## src/rtl/vgaac_pkg.sv

```systemverilog
// shared constants and types for the vga attribute controller
package vgaac_pkg;
    // i/o locations (byte addresses of the legacy port space)
    localparam logic [15:0] VGAAC_IDX_PORT       = 16'h03c0;
    localparam logic [15:0] VGAAC_RD_PORT        = 16'h03c1;
    // internal register indices
    localparam logic [4:0]  VGAAC_PAL_LAST       = 5'h0f;
    localparam logic [4:0]  VGAAC_MODE_IDX       = 5'h10;
    localparam logic [4:0]  VGAAC_BORDER_IDX     = 5'h11;
    localparam logic [4:0]  VGAAC_PLANE_IDX      = 5'h12;
    localparam logic [4:0]  VGAAC_PAN_IDX        = 5'h13;
    localparam logic [4:0]  VGAAC_CSEL_IDX       = 5'h14;
    // field positions
    localparam int          VGAAC_IDX_SRC_BIT    = 5;
    localparam int          VGAAC_MODE_GRPH_BIT  = 0;
    localparam int          VGAAC_MODE_MONO_BIT  = 1;
    localparam int          VGAAC_MODE_LGRPH_BIT = 2;
    localparam int          VGAAC_MODE_BLINK_BIT = 3;
    localparam int          VGAAC_MODE_PANTOP_BIT = 5;
    localparam int          VGAAC_MODE_PACK_BIT  = 6;
    localparam int          VGAAC_MODE_CSEL_BIT  = 7;
    // reset values
    localparam logic [7:0]  VGAAC_REG_RST        = 8'h00;
    localparam logic [5:0]  VGAAC_PAL_RST        = 6'h00;
    localparam logic [1:0]  VGAAC_BLINK_RST      = 2'h0;
    // blink period, in frames, for code 0; code n gives (n+1) times that
    localparam logic [7:0]  VGAAC_BLINK_BASE     = 8'h10;
    // fifo shape
    localparam int          VGAAC_FIFO_W         = 9;
    localparam int          VGAAC_FIFO_D         = 16;
    // shared-location pointer state
    typedef enum logic [0:0] {
        VGAAC_PTR_INDEX = 1'b0,
        VGAAC_PTR_DATA  = 1'b1
    } vgaac_ptr_t;
endpackage

```

## src/rtl/vgaac_fifo.sv

```systemverilog
// small synchronous fifo with registered read data
`timescale 1ns/1ns
module vgaac_fifo #(
    parameter int WIDTH = 8,
    parameter int DEPTH = 16
) (
    // clock and reset
    input  wire logic             sys_clk,
    input  wire logic             rst_b,
    // fill side
    input  wire logic             in_valid,
    output logic                  in_ready,
    input  wire logic [WIDTH-1:0] in_data,
    // drain side
    output logic                  out_valid,
    input  wire logic             out_ready,
    output logic      [WIDTH-1:0] out_data
);
    localparam int AW = $clog2(DEPTH);
    logic [WIDTH-1:0] mem [DEPTH];
    logic [AW-1:0]    wr_ptr_reg;
    logic [AW-1:0]    rd_ptr_reg;
    logic [AW:0]      count_reg;
    logic             out_valid_reg;
    logic             push;
    logic             pop_mem;

    // one word sits in the output register, the rest in memory
    assign in_ready  = (count_reg != (AW+1)'(DEPTH)) || pop_mem;
    assign push      = in_valid && in_ready;
    assign pop_mem   = (count_reg != '0) && (!out_valid_reg || out_ready);
    assign out_valid = out_valid_reg;

    always_ff @(posedge sys_clk) begin
        if (push) begin
            mem[wr_ptr_reg] <= in_data;
        end
    end

    always_ff @(posedge sys_clk or negedge rst_b) begin
        if (!rst_b) begin
            wr_ptr_reg    <= '0;
            rd_ptr_reg    <= '0;
            count_reg     <= '0;
            out_valid_reg <= 1'b0;
            out_data      <= '0;
        end else begin
            if (push) begin
                wr_ptr_reg <= wr_ptr_reg + 1'b1;
            end
            if (pop_mem) begin
                rd_ptr_reg    <= rd_ptr_reg + 1'b1;
                out_data      <= mem[rd_ptr_reg];
                out_valid_reg <= 1'b1;
            end else if (out_ready) begin
                out_valid_reg <= 1'b0;
            end
            count_reg <= count_reg + (AW+1)'(push) - (AW+1)'(pop_mem);
        end
    end
endmodule

```

## src/rtl/vgaac_top.sv

```systemverilog
// vga attribute controller: host registers and pixel colour path
`timescale 1ns/1ns
module vgaac_top
    import vgaac_pkg::*;
(
    // clock and reset
    input  wire logic       sys_clk,
    input  wire logic       rst_b,
    // host i/o
    input  wire logic [15:0] io_addr,
    input  wire logic       io_wr,
    input  wire logic       io_rd,
    input  wire logic [7:0] io_wdata,
    input  wire logic       status_one_rd,
    output logic      [7:0] io_rdata,
    output logic      [1:0] status_mux_bits,
    // blink rate setting from the extended crtc control
    input  wire logic [1:0] blink_rate_code,
    // pixel input stream
    input  wire logic       pix_valid,
    output logic            pix_ready,
    input  wire logic [7:0] pix_data,
    input  wire logic       pix_active,
    input  wire logic       pix_top_half,
    input  wire logic       pix_line_gfx_col,
    input  wire logic       pix_cursor_on,
    input  wire logic       frame_start,
    // colour index output
    output logic            color_valid,
    input  wire logic       color_ready,
    output logic      [7:0] color_index,
    output logic      [3:0] pan_shift
);
    vgaac_ptr_t  ptr_reg;
    logic [4:0]  attr_register_pointer;
    logic        palette_source_select;
    logic [5:0]  palette_color_bits [16];
    logic [7:0]  mode_reg;
    logic [7:0]  border_color_value;
    logic [3:0]  plane_output_enables;
    logic [1:0]  status_mux_select;
    logic [3:0]  pixel_shift_count;
    logic [1:0]  low_color_override_bits;
    logic [1:0]  high_color_index_bits;
    logic [7:0]  blink_cnt_reg;
    logic        blink_phase_reg;
    logic [7:0]  blink_period;
    logic        wr_shared;
    logic        data_wr;
    logic [8:0]  fifo_in;
    logic [8:0]  fifo_out;
    logic        fifo_valid;
    logic        fifo_pop;
    logic [7:0]  color_next;
    logic        color_valid_reg;
    logic [7:0]  last_color_reg;

    wire logic graphics_decode_select    = mode_reg[VGAAC_MODE_GRPH_BIT];
    wire logic monochrome_select         = mode_reg[VGAAC_MODE_MONO_BIT];
    wire logic line_graphics_enable      = mode_reg[VGAAC_MODE_LGRPH_BIT];
    wire logic blink_or_intensity_select = mode_reg[VGAAC_MODE_BLINK_BIT];
    wire logic pan_top_half_only         = mode_reg[VGAAC_MODE_PANTOP_BIT];
    wire logic packed_pixel_clocking     = mode_reg[VGAAC_MODE_PACK_BIT];
    wire logic alternate_color_source    = mode_reg[VGAAC_MODE_CSEL_BIT];

    function automatic logic is_port(input logic [15:0] a,
                                     input logic [15:0] p);
        is_port = (a == p);
    endfunction

    assign wr_shared = io_wr && is_port(io_addr, VGAAC_IDX_PORT);
    assign data_wr   = wr_shared && (ptr_reg == VGAAC_PTR_DATA);

    // pointer toggles on every shared write; a status read wins over it
    always_ff @(posedge sys_clk or negedge rst_b) begin
        if (!rst_b) begin
            ptr_reg <= VGAAC_PTR_INDEX;
        end else if (status_one_rd) begin
            ptr_reg <= VGAAC_PTR_INDEX;
        end else if (wr_shared) begin
            ptr_reg <= vgaac_ptr_t'(~ptr_reg);
        end
    end

    always_ff @(posedge sys_clk or negedge rst_b) begin
        if (!rst_b) begin
            attr_register_pointer <= '0;
            palette_source_select <= 1'b0;
        end else if (wr_shared && ptr_reg == VGAAC_PTR_INDEX) begin
            attr_register_pointer <= io_wdata[4:0];
            palette_source_select <= io_wdata[VGAAC_IDX_SRC_BIT];
        end
    end

    // palette writes accepted only while the host owns the palette
    genvar gi;
    generate
        for (gi = 0; gi < 16; gi++) begin : g_pal
            always_ff @(posedge sys_clk or negedge rst_b) begin
                if (!rst_b) begin
                    palette_color_bits[gi] <= VGAAC_PAL_RST;
                end else if (data_wr && !palette_source_select
                             && attr_register_pointer == 5'(gi)) begin
                    palette_color_bits[gi] <= io_wdata[5:0];
                end
            end
        end
    endgenerate

    always_ff @(posedge sys_clk or negedge rst_b) begin
        if (!rst_b) begin
            mode_reg                <= VGAAC_REG_RST;
            border_color_value      <= VGAAC_REG_RST;
            plane_output_enables    <= '0;
            status_mux_select       <= '0;
            pixel_shift_count       <= '0;
            low_color_override_bits <= '0;
            high_color_index_bits   <= '0;
        end else if (data_wr) begin
            case (attr_register_pointer)
                VGAAC_MODE_IDX: begin
                    mode_reg <= {io_wdata[7:5], 1'b0, io_wdata[3:0]};
                end
                VGAAC_BORDER_IDX: begin
                    border_color_value <= io_wdata;
                end
                VGAAC_PLANE_IDX: begin
                    plane_output_enables <= io_wdata[3:0];
                    status_mux_select    <= io_wdata[5:4];
                end
                VGAAC_PAN_IDX: begin
                    pixel_shift_count <= io_wdata[3:0];
                end
                VGAAC_CSEL_IDX: begin
                    low_color_override_bits <= io_wdata[1:0];
                    high_color_index_bits   <= io_wdata[3:2];
                end
                default: begin
                end
            endcase
        end
    end

    // read-back of the selected register; unmapped indices read zero
    always_ff @(posedge sys_clk or negedge rst_b) begin
        if (!rst_b) begin
            io_rdata <= '0;
        end else if (io_rd && is_port(io_addr, VGAAC_RD_PORT)) begin
            if (attr_register_pointer <= VGAAC_PAL_LAST) begin
                io_rdata <= {2'b00,
                    palette_color_bits[attr_register_pointer[3:0]]};
            end else begin
                case (attr_register_pointer)
                    VGAAC_MODE_IDX:   io_rdata <= mode_reg;
                    VGAAC_BORDER_IDX: io_rdata <= border_color_value;
                    VGAAC_PLANE_IDX:  io_rdata <= {2'b00, status_mux_select,
                                                   plane_output_enables};
                    VGAAC_PAN_IDX:    io_rdata <= {4'h0, pixel_shift_count};
                    VGAAC_CSEL_IDX:   io_rdata <= {4'h0,
                        high_color_index_bits, low_color_override_bits};
                    default:          io_rdata <= 8'h00;
                endcase
            end
        end else if (io_rd && is_port(io_addr, VGAAC_IDX_PORT)) begin
            io_rdata <= {2'b00, palette_source_select,
                         attr_register_pointer};
        end
    end

    // blink timer counts frames; period is base times (code + 1)
    assign blink_period = VGAAC_BLINK_BASE * ({6'h00, blink_rate_code}
                          + 8'h01);

    always_ff @(posedge sys_clk or negedge rst_b) begin
        if (!rst_b) begin
            blink_cnt_reg   <= '0;
            blink_phase_reg <= 1'b0;
        end else if (frame_start) begin
            if (blink_cnt_reg >= blink_period - 8'h01) begin
                blink_cnt_reg   <= '0;
                blink_phase_reg <= ~blink_phase_reg;
            end else begin
                blink_cnt_reg <= blink_cnt_reg + 8'h01;
            end
        end
    end

    // the fifo decouples the pixel source from the output stage
    assign fifo_in = {pix_active, pix_data};

    vgaac_fifo #(
        .WIDTH (VGAAC_FIFO_W),
        .DEPTH (VGAAC_FIFO_D)
    ) u_fifo (
        .sys_clk   (sys_clk),
        .rst_b     (rst_b),
        .in_valid  (pix_valid),
        .in_ready  (pix_ready),
        .in_data   (fifo_in),
        .out_valid (fifo_valid),
        .out_ready (fifo_pop),
        .out_data  (fifo_out)
    );

    assign fifo_pop    = !color_valid_reg || color_ready;
    assign color_valid = color_valid_reg;

    // pixel to colour index; cursor and ninth-column flags are sampled at the pop,
    // so the source must hold them steady relative to its stream
    always_comb begin
        logic [7:0] a;
        logic [3:0] val;
        logic [5:0] pal;
        logic       blink_off;
        a         = fifo_out[7:0];
        val       = 4'h0;
        pal       = 6'h00;
        blink_off = 1'b0;
        if (graphics_decode_select) begin
            val = a[3:0] & plane_output_enables;
        end else begin
            blink_off = blink_or_intensity_select && a[7]
                        && blink_phase_reg;
            // ninth column shows background unless line graphics is on
            if (pix_cursor_on && !blink_off
                && (line_graphics_enable || !pix_line_gfx_col)) begin
                val = a[3:0];
            end else begin
                val = a[7:4];
                if (blink_or_intensity_select) begin
                    val[3] = 1'b0;
                end
            end
            if (monochrome_select) begin
                val = {val[3], 1'b0, val[0] | val[1], 1'b0};
            end
            val = val & plane_output_enables;
        end
        pal = palette_source_select ? palette_color_bits[val]
                                    : 6'h00;
        if (alternate_color_source) begin
            pal[5:4] = low_color_override_bits;
        end
        color_next = {high_color_index_bits, pal};
        if (packed_pixel_clocking) begin
            color_next = palette_source_select ? a : 8'h00;
        end
        if (!fifo_out[8]) begin
            color_next = border_color_value;
        end
    end

    always_ff @(posedge sys_clk or negedge rst_b) begin
        if (!rst_b) begin
            color_valid_reg <= 1'b0;
            color_index     <= '0;
            last_color_reg  <= '0;
        end else if (fifo_pop) begin
            color_valid_reg <= fifo_valid;
            if (fifo_valid) begin
                color_index    <= color_next;
                last_color_reg <= color_next;
            end
        end
    end

    // pan counts above 8 give zero shift; top-half-only drops panning below midline
    always_ff @(posedge sys_clk or negedge rst_b) begin
        if (!rst_b) begin
            pan_shift <= '0;
        end else if (pan_top_half_only && !pix_top_half) begin
            pan_shift <= 4'h0;
        end else if (pixel_shift_count > 4'h8) begin
            pan_shift <= 4'h0;
        end else if (packed_pixel_clocking) begin
            pan_shift <= {1'b0, pixel_shift_count[3:1]};
        end else begin
            pan_shift <= pixel_shift_count;
        end
    end

    // status bit pair chosen from the last colour index
    always_ff @(posedge sys_clk or negedge rst_b) begin
        if (!rst_b) begin
            status_mux_bits <= '0;
        end else begin
            case (status_mux_select)
                2'h0:    status_mux_bits <= {last_color_reg[2],
                                             last_color_reg[0]};
                2'h1:    status_mux_bits <= last_color_reg[5:4];
                2'h2:    status_mux_bits <= {last_color_reg[3],
                                             last_color_reg[1]};
                2'h3:    status_mux_bits <= last_color_reg[7:6];
                default: status_mux_bits <= '0;
            endcase
        end
    end
endmodule

```

## config.mk

```make
export PLATFORM = sky130hd
export DESIGN_NAME = vgaac_top
export DESIGN_NICKNAME = d
export VERILOG_FILES = /design/src/rtl/vgaac_pkg.sv /design/src/rtl/vgaac_fifo.sv /design/src/rtl/vgaac_top.sv
export SDC_FILE = /design/constraint.sdc
export NUM_CORES = 1
export LEC_CHECK = 0
export BUFFER_PORTS_ARGS = -buffer_cell sky130_fd_sc_hd__buf_2
export CAP_MARGIN = 30
export CORE_AREA = 2 2 200 202
export DETAILED_ROUTE_END_ITERATION = 8
export DIE_AREA = 0 0 202 204
export MAX_ROUTING_LAYER = met4
export PLACE_DENSITY_LB_ADDON = 0.25
export SLEW_MARGIN = 20
export SYNTH_ARGS = -nofsm -noshare
export SYNTH_HDL_FRONTEND = slang
export SYNTH_SLANG_ARGS = --single-unit
```

## constraint.sdc

```tcl
create_clock -name sys_clk -period 4.3 [get_ports sys_clk]
set_input_delay 0.215 -clock sys_clk [delete_from_list [all_inputs] [get_ports sys_clk]]
set_output_delay 0.215 -clock sys_clk [all_outputs]
set_load 0.03 [all_outputs]
```

=== Word-level counts from Yosys, hierarchy flattened ===
Memories as Yosys holds them, arrays and structs flattened. A register that Yosys moved wholly into a read port is not among the register bits.
Index checks and enable logic that the tools add are counted.
W data, S select, Z words.

* Register bits: 178
* Memory bits (writable): 144
* Input port bits: 46
* Output and inout port bits: 24
* Word-level logic and storage cells: 168
* Memories: 1

{| class="wikitable"
|+ Memories
! memory !! depth !! bits a word !! rd ports !! clocked after Yosys merged registers in !! wr ports !! RTL line !! source
|-
| u_fifo.mem || 16 || 9 || 1 || 1 || 1 || vgaac_fifo.sv:20 || <nowiki>logic [WIDTH-1:0] mem [DEPTH];</nowiki>
|}

* $add $sub $neg: 7
* Order comparisons: 5
* Eq/ne operators: 26
* Mux-type cells: 32
* Bitwise gates (word level): 7
* Reduce and logical (&&, ||, !) cells: 53

{| class="wikitable"
|+ Operator list
! kind !! count
|-
| $mux W8 || 7
|-
| $bmux W6 S4 || 2
|-
| $eq A5 B4 Y1 const B || 8
|-
| $pmux W8 S5 || 1
|-
| $eq A16 B10 Y1 const B || 2
|-
| $mux W6 || 5
|-
| $logic_and A1 B1 Y1 || 29
|-
| $mux W4 || 7
|-
| $eq A5 B5 Y1 const B || 5
|-
| $eq A5 B3 Y1 const B || 4
|-
| $reduce_and A2 Y1 || 7
|-
| $eq A5 B2 Y1 const B || 2
|-
| $ge A5 B5 Y1 const B || 2
|-
| $not A4 Y5 || 2
|-
| $add A4 B1 Y4 const B || 2
|-
| $add A8 B1 Y8 const B || 1
|-
| $and A4 B4 Y4 || 2
|-
| $ge A8 B8 Y1 || 1
|-
| $pmux W2 S4 || 1
|-
| $sub A7 B1 Y8 const B || 1
|-
| $logic_not A1 Y1 || 7
|-
| $mux W1 || 7
|-
| $reduce_bool A2 Y1 || 3
|-
| $add A5 B1 Y5 || 1
|-
| 16 further kinds || 21
|}

=== Longest topological paths before layout ===
* Word-level depth: 20
* Gate-level depth with buffers: 14
* Mapped depth without buffers: 13

=== Cells and area by module ===
A second synthesis with hierarchy kept.

* Cell total of the unflattened synthesis: 1066
* Area, all modules: 15775.1 sq um

{| class="wikitable"
|+ Modules (own cells, without submodules)
! module !! times used !! cells an instance !! area an instance (sq um) !! seq. area each (sq um)
|-
| vgaac_top || 1 || 731 || 9157.5 || 4103.9
|-
| vgaac_fifo || 1 || 335 || 6617.6 || 4899.7
|}

=== Least setup slack after synthesis ===
No wires, ideal clock.

* Path type: reg-to-reg
* Start: register u_fifo.count_reg[2]
* End: register u_fifo.count_reg[4]
* Library setup time: 123 ps
* Arrival: 2744 ps
* Data required time: 4177 ps
* Slack: 1433 ps
* Stages on the path, launching flop included: 15
* Path buffers: 1
* Clock period less this slack: 2867 ps
* Cells stage by stage: dfrtp_1 -> inv_1 -> ha_1 -> and3_1 -> nor2b_1 -> a21oi_1 -> clkbuf_1 -> ha_1 -> inv_1 -> ha_1 -> fa_1 -> a21oi_1 -> nor2_1 -> nor2_1 -> xnor2_1

* Cells in the longest elaborated chain, start to end: 6
* Elaborated cells between the ends (all ways): 7
* Classes of those cells: 2 x add/sub; 1 x eq/ne; 4 x reduce/logical

{| class="wikitable"
|+ Ends and longest elaborated chain
! what !! RTL line !! source
|-
| from (decl) || vgaac_fifo.sv:23 || <nowiki>logic [AW:0] count_reg;</nowiki>
|-
| from (signal assigned) || vgaac_fifo.sv:58 || <nowiki>count_reg <= count_reg + (AW+1)'(push) - (AW+1)'(pop_mem);</nowiki>
|-
| $reduce_bool A5 Y1 * || vgaac_fifo.sv:31 || <nowiki>assign pop_mem = (count_reg != '0) && (!out_valid_reg || out_ready);</nowiki>
|-
| $logic_and A1 B1 Y1 * || vgaac_fifo.sv:31 ||
|-
| via u_fifo.pop_mem || vgaac_fifo.sv:26 || <nowiki>logic pop_mem;</nowiki>
|-
| $logic_or A1 B1 Y1 || vgaac_fifo.sv:29 || <nowiki>assign in_ready = (count_reg != (AW+1)'(DEPTH)) || pop_mem;</nowiki>
|-
| $logic_and A1 B1 Y1 || vgaac_fifo.sv:30 || <nowiki>assign push = in_valid && in_ready;</nowiki>
|-
| $add A5 B1 Y5 || vgaac_fifo.sv:58 ||
|-
| $sub A5 B1 Y5 * || vgaac_fifo.sv:58 ||
|}

Mark *: on every way through the listed nets, which the timed path passes. The rest lies on a longest branch.
A chain may end at the register's enable or synchronous reset.

=== Worst setup path in the final report ===
* Start: register u_fifo.out_data[7], read port of u_fifo.mem
* End: register last_color_reg[5]

* Cells in the longest elaborated chain, start to end: 20
* Elaborated cells between the ends (all ways): 21
* Classes of those cells: 13 x mux; 3 x bitwise; 5 x reduce/logical

{| class="wikitable"
|+ Ends and longest elaborated chain
! what !! RTL line !! source
|-
| from (decl) || vgaac_fifo.sv:17 || <nowiki>output logic [WIDTH-1:0] out_data</nowiki>
|-
| $logic_and A1 B1 Y1 || vgaac_top.sv:222 || <nowiki>blink_off = blink_or_intensity_select && a[7]</nowiki>
|-
| $logic_and A1 B1 Y1 || vgaac_top.sv:223 || <nowiki>&& blink_phase_reg;</nowiki>
|-
| $logic_not A1 Y1 || vgaac_top.sv:225 || <nowiki>if (pix_cursor_on && !blink_off</nowiki>
|-
| $logic_and A1 B1 Y1 || vgaac_top.sv:225 ||
|-
| $logic_and A1 B1 Y1 || vgaac_top.sv:226 || <nowiki>&& (line_graphics_enable || !pix_line_gfx_col)) begin</nowiki>
|-
| $mux W4 * || vgaac_top.sv:225 ||
|-
| $mux W4 * || vgaac_top.sv:219 || <nowiki>if (graphics_decode_select) begin</nowiki>
|-
| $or A1 B1 Y1 || vgaac_top.sv:235 || <nowiki>val = {val[3], 1'b0, val[0] | val[1], 1'b0};</nowiki>
|-
| (+3 left out) || - ||
|-
| $mux W4 * || vgaac_top.sv:219 ||
|-
| $not A4 Y5 (implied by the code) * || vgaac_top.sv:239 || <nowiki>pal = palette_source_select ? palette_color_bits[val]</nowiki>
|-
| $bmux W6 S4 * || vgaac_top.sv:239 ||
|-
| $mux W6 (implied by the code) * (2 in a row) || vgaac_top.sv:239 ||
|-
| $mux W6 * || vgaac_top.sv:239 ||
|-
| $mux W2 * || vgaac_top.sv:241 || <nowiki>if (alternate_color_source) begin</nowiki>
|-
| $mux W8 * || vgaac_top.sv:245 || <nowiki>if (packed_pixel_clocking) begin</nowiki>
|-
| $mux W8 * || vgaac_top.sv:248 || <nowiki>if (!fifo_out[8]) begin</nowiki>
|-
| to (signal assigned) || vgaac_top.sv:262 || <nowiki>last_color_reg <= color_next;</nowiki>
|-
| to (decl) || vgaac_top.sv:56 || <nowiki>logic [7:0] last_color_reg;</nowiki>
|}

Every way passes the cells marked *; elsewhere a longest branch is shown, timed or not. The select of a mux whose other input is x is not followed.

==> metrics.cfg <==
[status]
status=completed

[grt]
grt_max_degree=105
grt_pass1_vias=9242
grt_remaining_overflow=0
antenna_found_initial=0
grt_use_total=0.183
grt_pass1_wl_um=56400

[power_and_ir_drop]
p_leak_nw=7.41
irDropWorstVdd_mv=0.395
powerDensity_nw_per_um2=496

[setup_path]
crit_chain=and3_1, o311ai_0, o311ai_4, buf_4, mux2i_1, mux2_2, a22o_1, o31ai_1
end_kind=flop
cp.buffers_inverters=1
worstPathMaxFanout=20
start_kind=flop
critPathSlowestCell=o311ai_0
required_ns=4.73
crit_family=compound AO/OA/AOI/OAI gates
critPathArrivalTime_ns=3.36
critPathMaxStageDelay_ns=0.55
worstSetupPathType=reg2reg

[floorplanning]
die_h_um=204
die_w_um=202
design.core.area_um2=39200
start_util=0.393
die-area_um2=41200
fp-row-count=73
io_pins=70

[synth]
ys_seq_area_frac=0.585
async_flop_share=0.565
ys.flop_type=dfrtp_1
yosysWarnings=0
synthDominantCellAreaShare=0.304
synth.area.top_cells=dfrtp_1 (30%), edfxtp_1 (28%), mux4_2 (12%)
synth-seq-cells=331
syn_area_um2=15400
synth.avg_cell_area_um2=15.0
yosysMostFrequentCell=dfrtp_1
synth_top_area_cell=dfrtp_1
syn_nets=1086
synth_common_cells=dfrtp_1 (187), edfxtp_1 (144), mux2_2 (140)
syn_inst=1025
ys_types=62
synth_enable_flop_cells=144

[timing]
max_freq_ghz=0.341
hold_viol_final=0
post-route-min-period_ns=2.93
slew_headroom=0.407
rsz0062_at_grt=false
fin_tns_setup_ns=0
finalCritPeriodShare=0.681
fin_skew_ns=0.0140
holdWs_ns=0.0550
maxSlewViolCount=0
setup_viol=0
worstMarginPinSlew_ns=0.890

[clocking]
clock-sinks=331
clk_latency_ns=0.53
htree_levels=2
tritoncts=built
clock_path_buffers=3
cts-root-buf=clkbuf_16
cts.repair.resized=0
cts.clk_slew.worst_paths_ns=0.06
numCtsBuffers=36
postCtsHoldBufs=5
cts_setup_buffers=0

[run]
drv_cap=0

[hold_path]
hp-class=in2reg

[layout]
multi_input_area_um2=6090
fillerInstances=3456
seq_area_um2=9010
postLayoutCoreUtil=0.449
n_antenna_cell=0
top_register=u_fifo.mem
largest_registers=u_fifo.mem x144, palette_color_bits x96, u_fifo.out_data x9
largest_reg_flops=144
nets=1155
synthToLayoutAreaGrowth_pct=14.2
drive_gt1_frac=0.341

[drt]
firstDrtPassIters=5
avgViaCountPerCell=5.39
drtAntennaViolNets=0
drt-initial-drc-count=539
wl_per_cell_um=21.6
drc=0
via_count=8878
routed_wl_um=35500

[place]
routabilityCongestion=0.865
portBuffers=69
dp.final_hpwl_um=24600

## through the flow
stage	area (um2)	std cells	total power [mW]	setup WS, ns
6_report	17600	1646	8.73	1.37
5_1_grt	17600	1646	9.17	1.22
4_1_cts	17600	1646	8.85	1.39
3_5_place_dp	16300	1576	5.62	1.40
3_3_place_gp	16300	1576	5.58	1.44
2_1_floorplan	15400	1025	5.05	1.43
## power breakdown
| group | leakage [nW] | total [mW] | internal (mW) | switching [mW] |
|---|---|---|---|---|
| Clock | 0.611 | 3.21 | 1.95 | 1.26 |
| Sequential | 3.82 | 3.92 | 3.60 | 0.311 |
| Combinational | 2.97 | 1.61 | 0.801 | 0.804 |
## logic make-up after synthesis
kind of cell | after synthesis | synth area share
buffers and inverters | 79 | 0.0213
and+or+nand+nor | 211 | 0.0728
adders and majority gates | 15 | 0.0127
xor gates and xnor gates | 13 | 0.00739
DFF | 331 | 0.585
muxes | 282 | 0.262
AOI/OAI and AO/OA | 94 | 0.0389
## final timing paths
check,slack [ns],to,cells after the start,start
setup / recovery,1.37,last_color_reg[5],8,u_fifo.out_data[7]
hold / removal,0.06,blink_cnt_reg[5],2,frame_start
setup reg to reg,1.37,last_color_reg[5],8,u_fifo.out_data[7]
hold reg to reg,0.47,blink_phase_reg,1,blink_phase_reg
max in group asynchronous,2.84,pan_shift[2],3,rst_b
min in group asynchronous,0.32,io_rdata[7],2,rst_b
## routing by layer
metal  wire length (um)  global-route usage  part of all wire  up-vias
met1              16200               0.239              0.46     4599
met4                975              0.0583             0.027        0
met2              17000               0.296              0.48      170
met5                  0                   -                 0        -
met3               1320              0.0282             0.037       55
li1                   -                   -                 -     4054
## cell type report
class	count	share of cell area
inverter	20	0.00427
timing repair buffer	90	0.0298
sequential	331	0.512
clock inverter	10	0.00782
tap	525	0.0373
multi-input combinational	615	0.346
clock buffer	55	0.0628
## placed cells by master (no fill, tap or decap), types with 17 or more instances in the layout
| cell | count |
|---|---|
| mux4_2 | 81 |
| mux2_2 | 140 |
| o21ai_0 | 29 |
| mux2i_1 | 55 |
| edfxtp_1 | 144 |
| inv_1 | 19 |
| dfrtp_1 | 185 |
| nand3_1 | 31 |
| clkbuf_16 | 38 |
| nand2_1 | 58 |
| and2_1 | 17 |
| nor2_1 | 28 |
| buf_2 | 68 |
No activity file was read; power rests on OpenSTA's default activity.
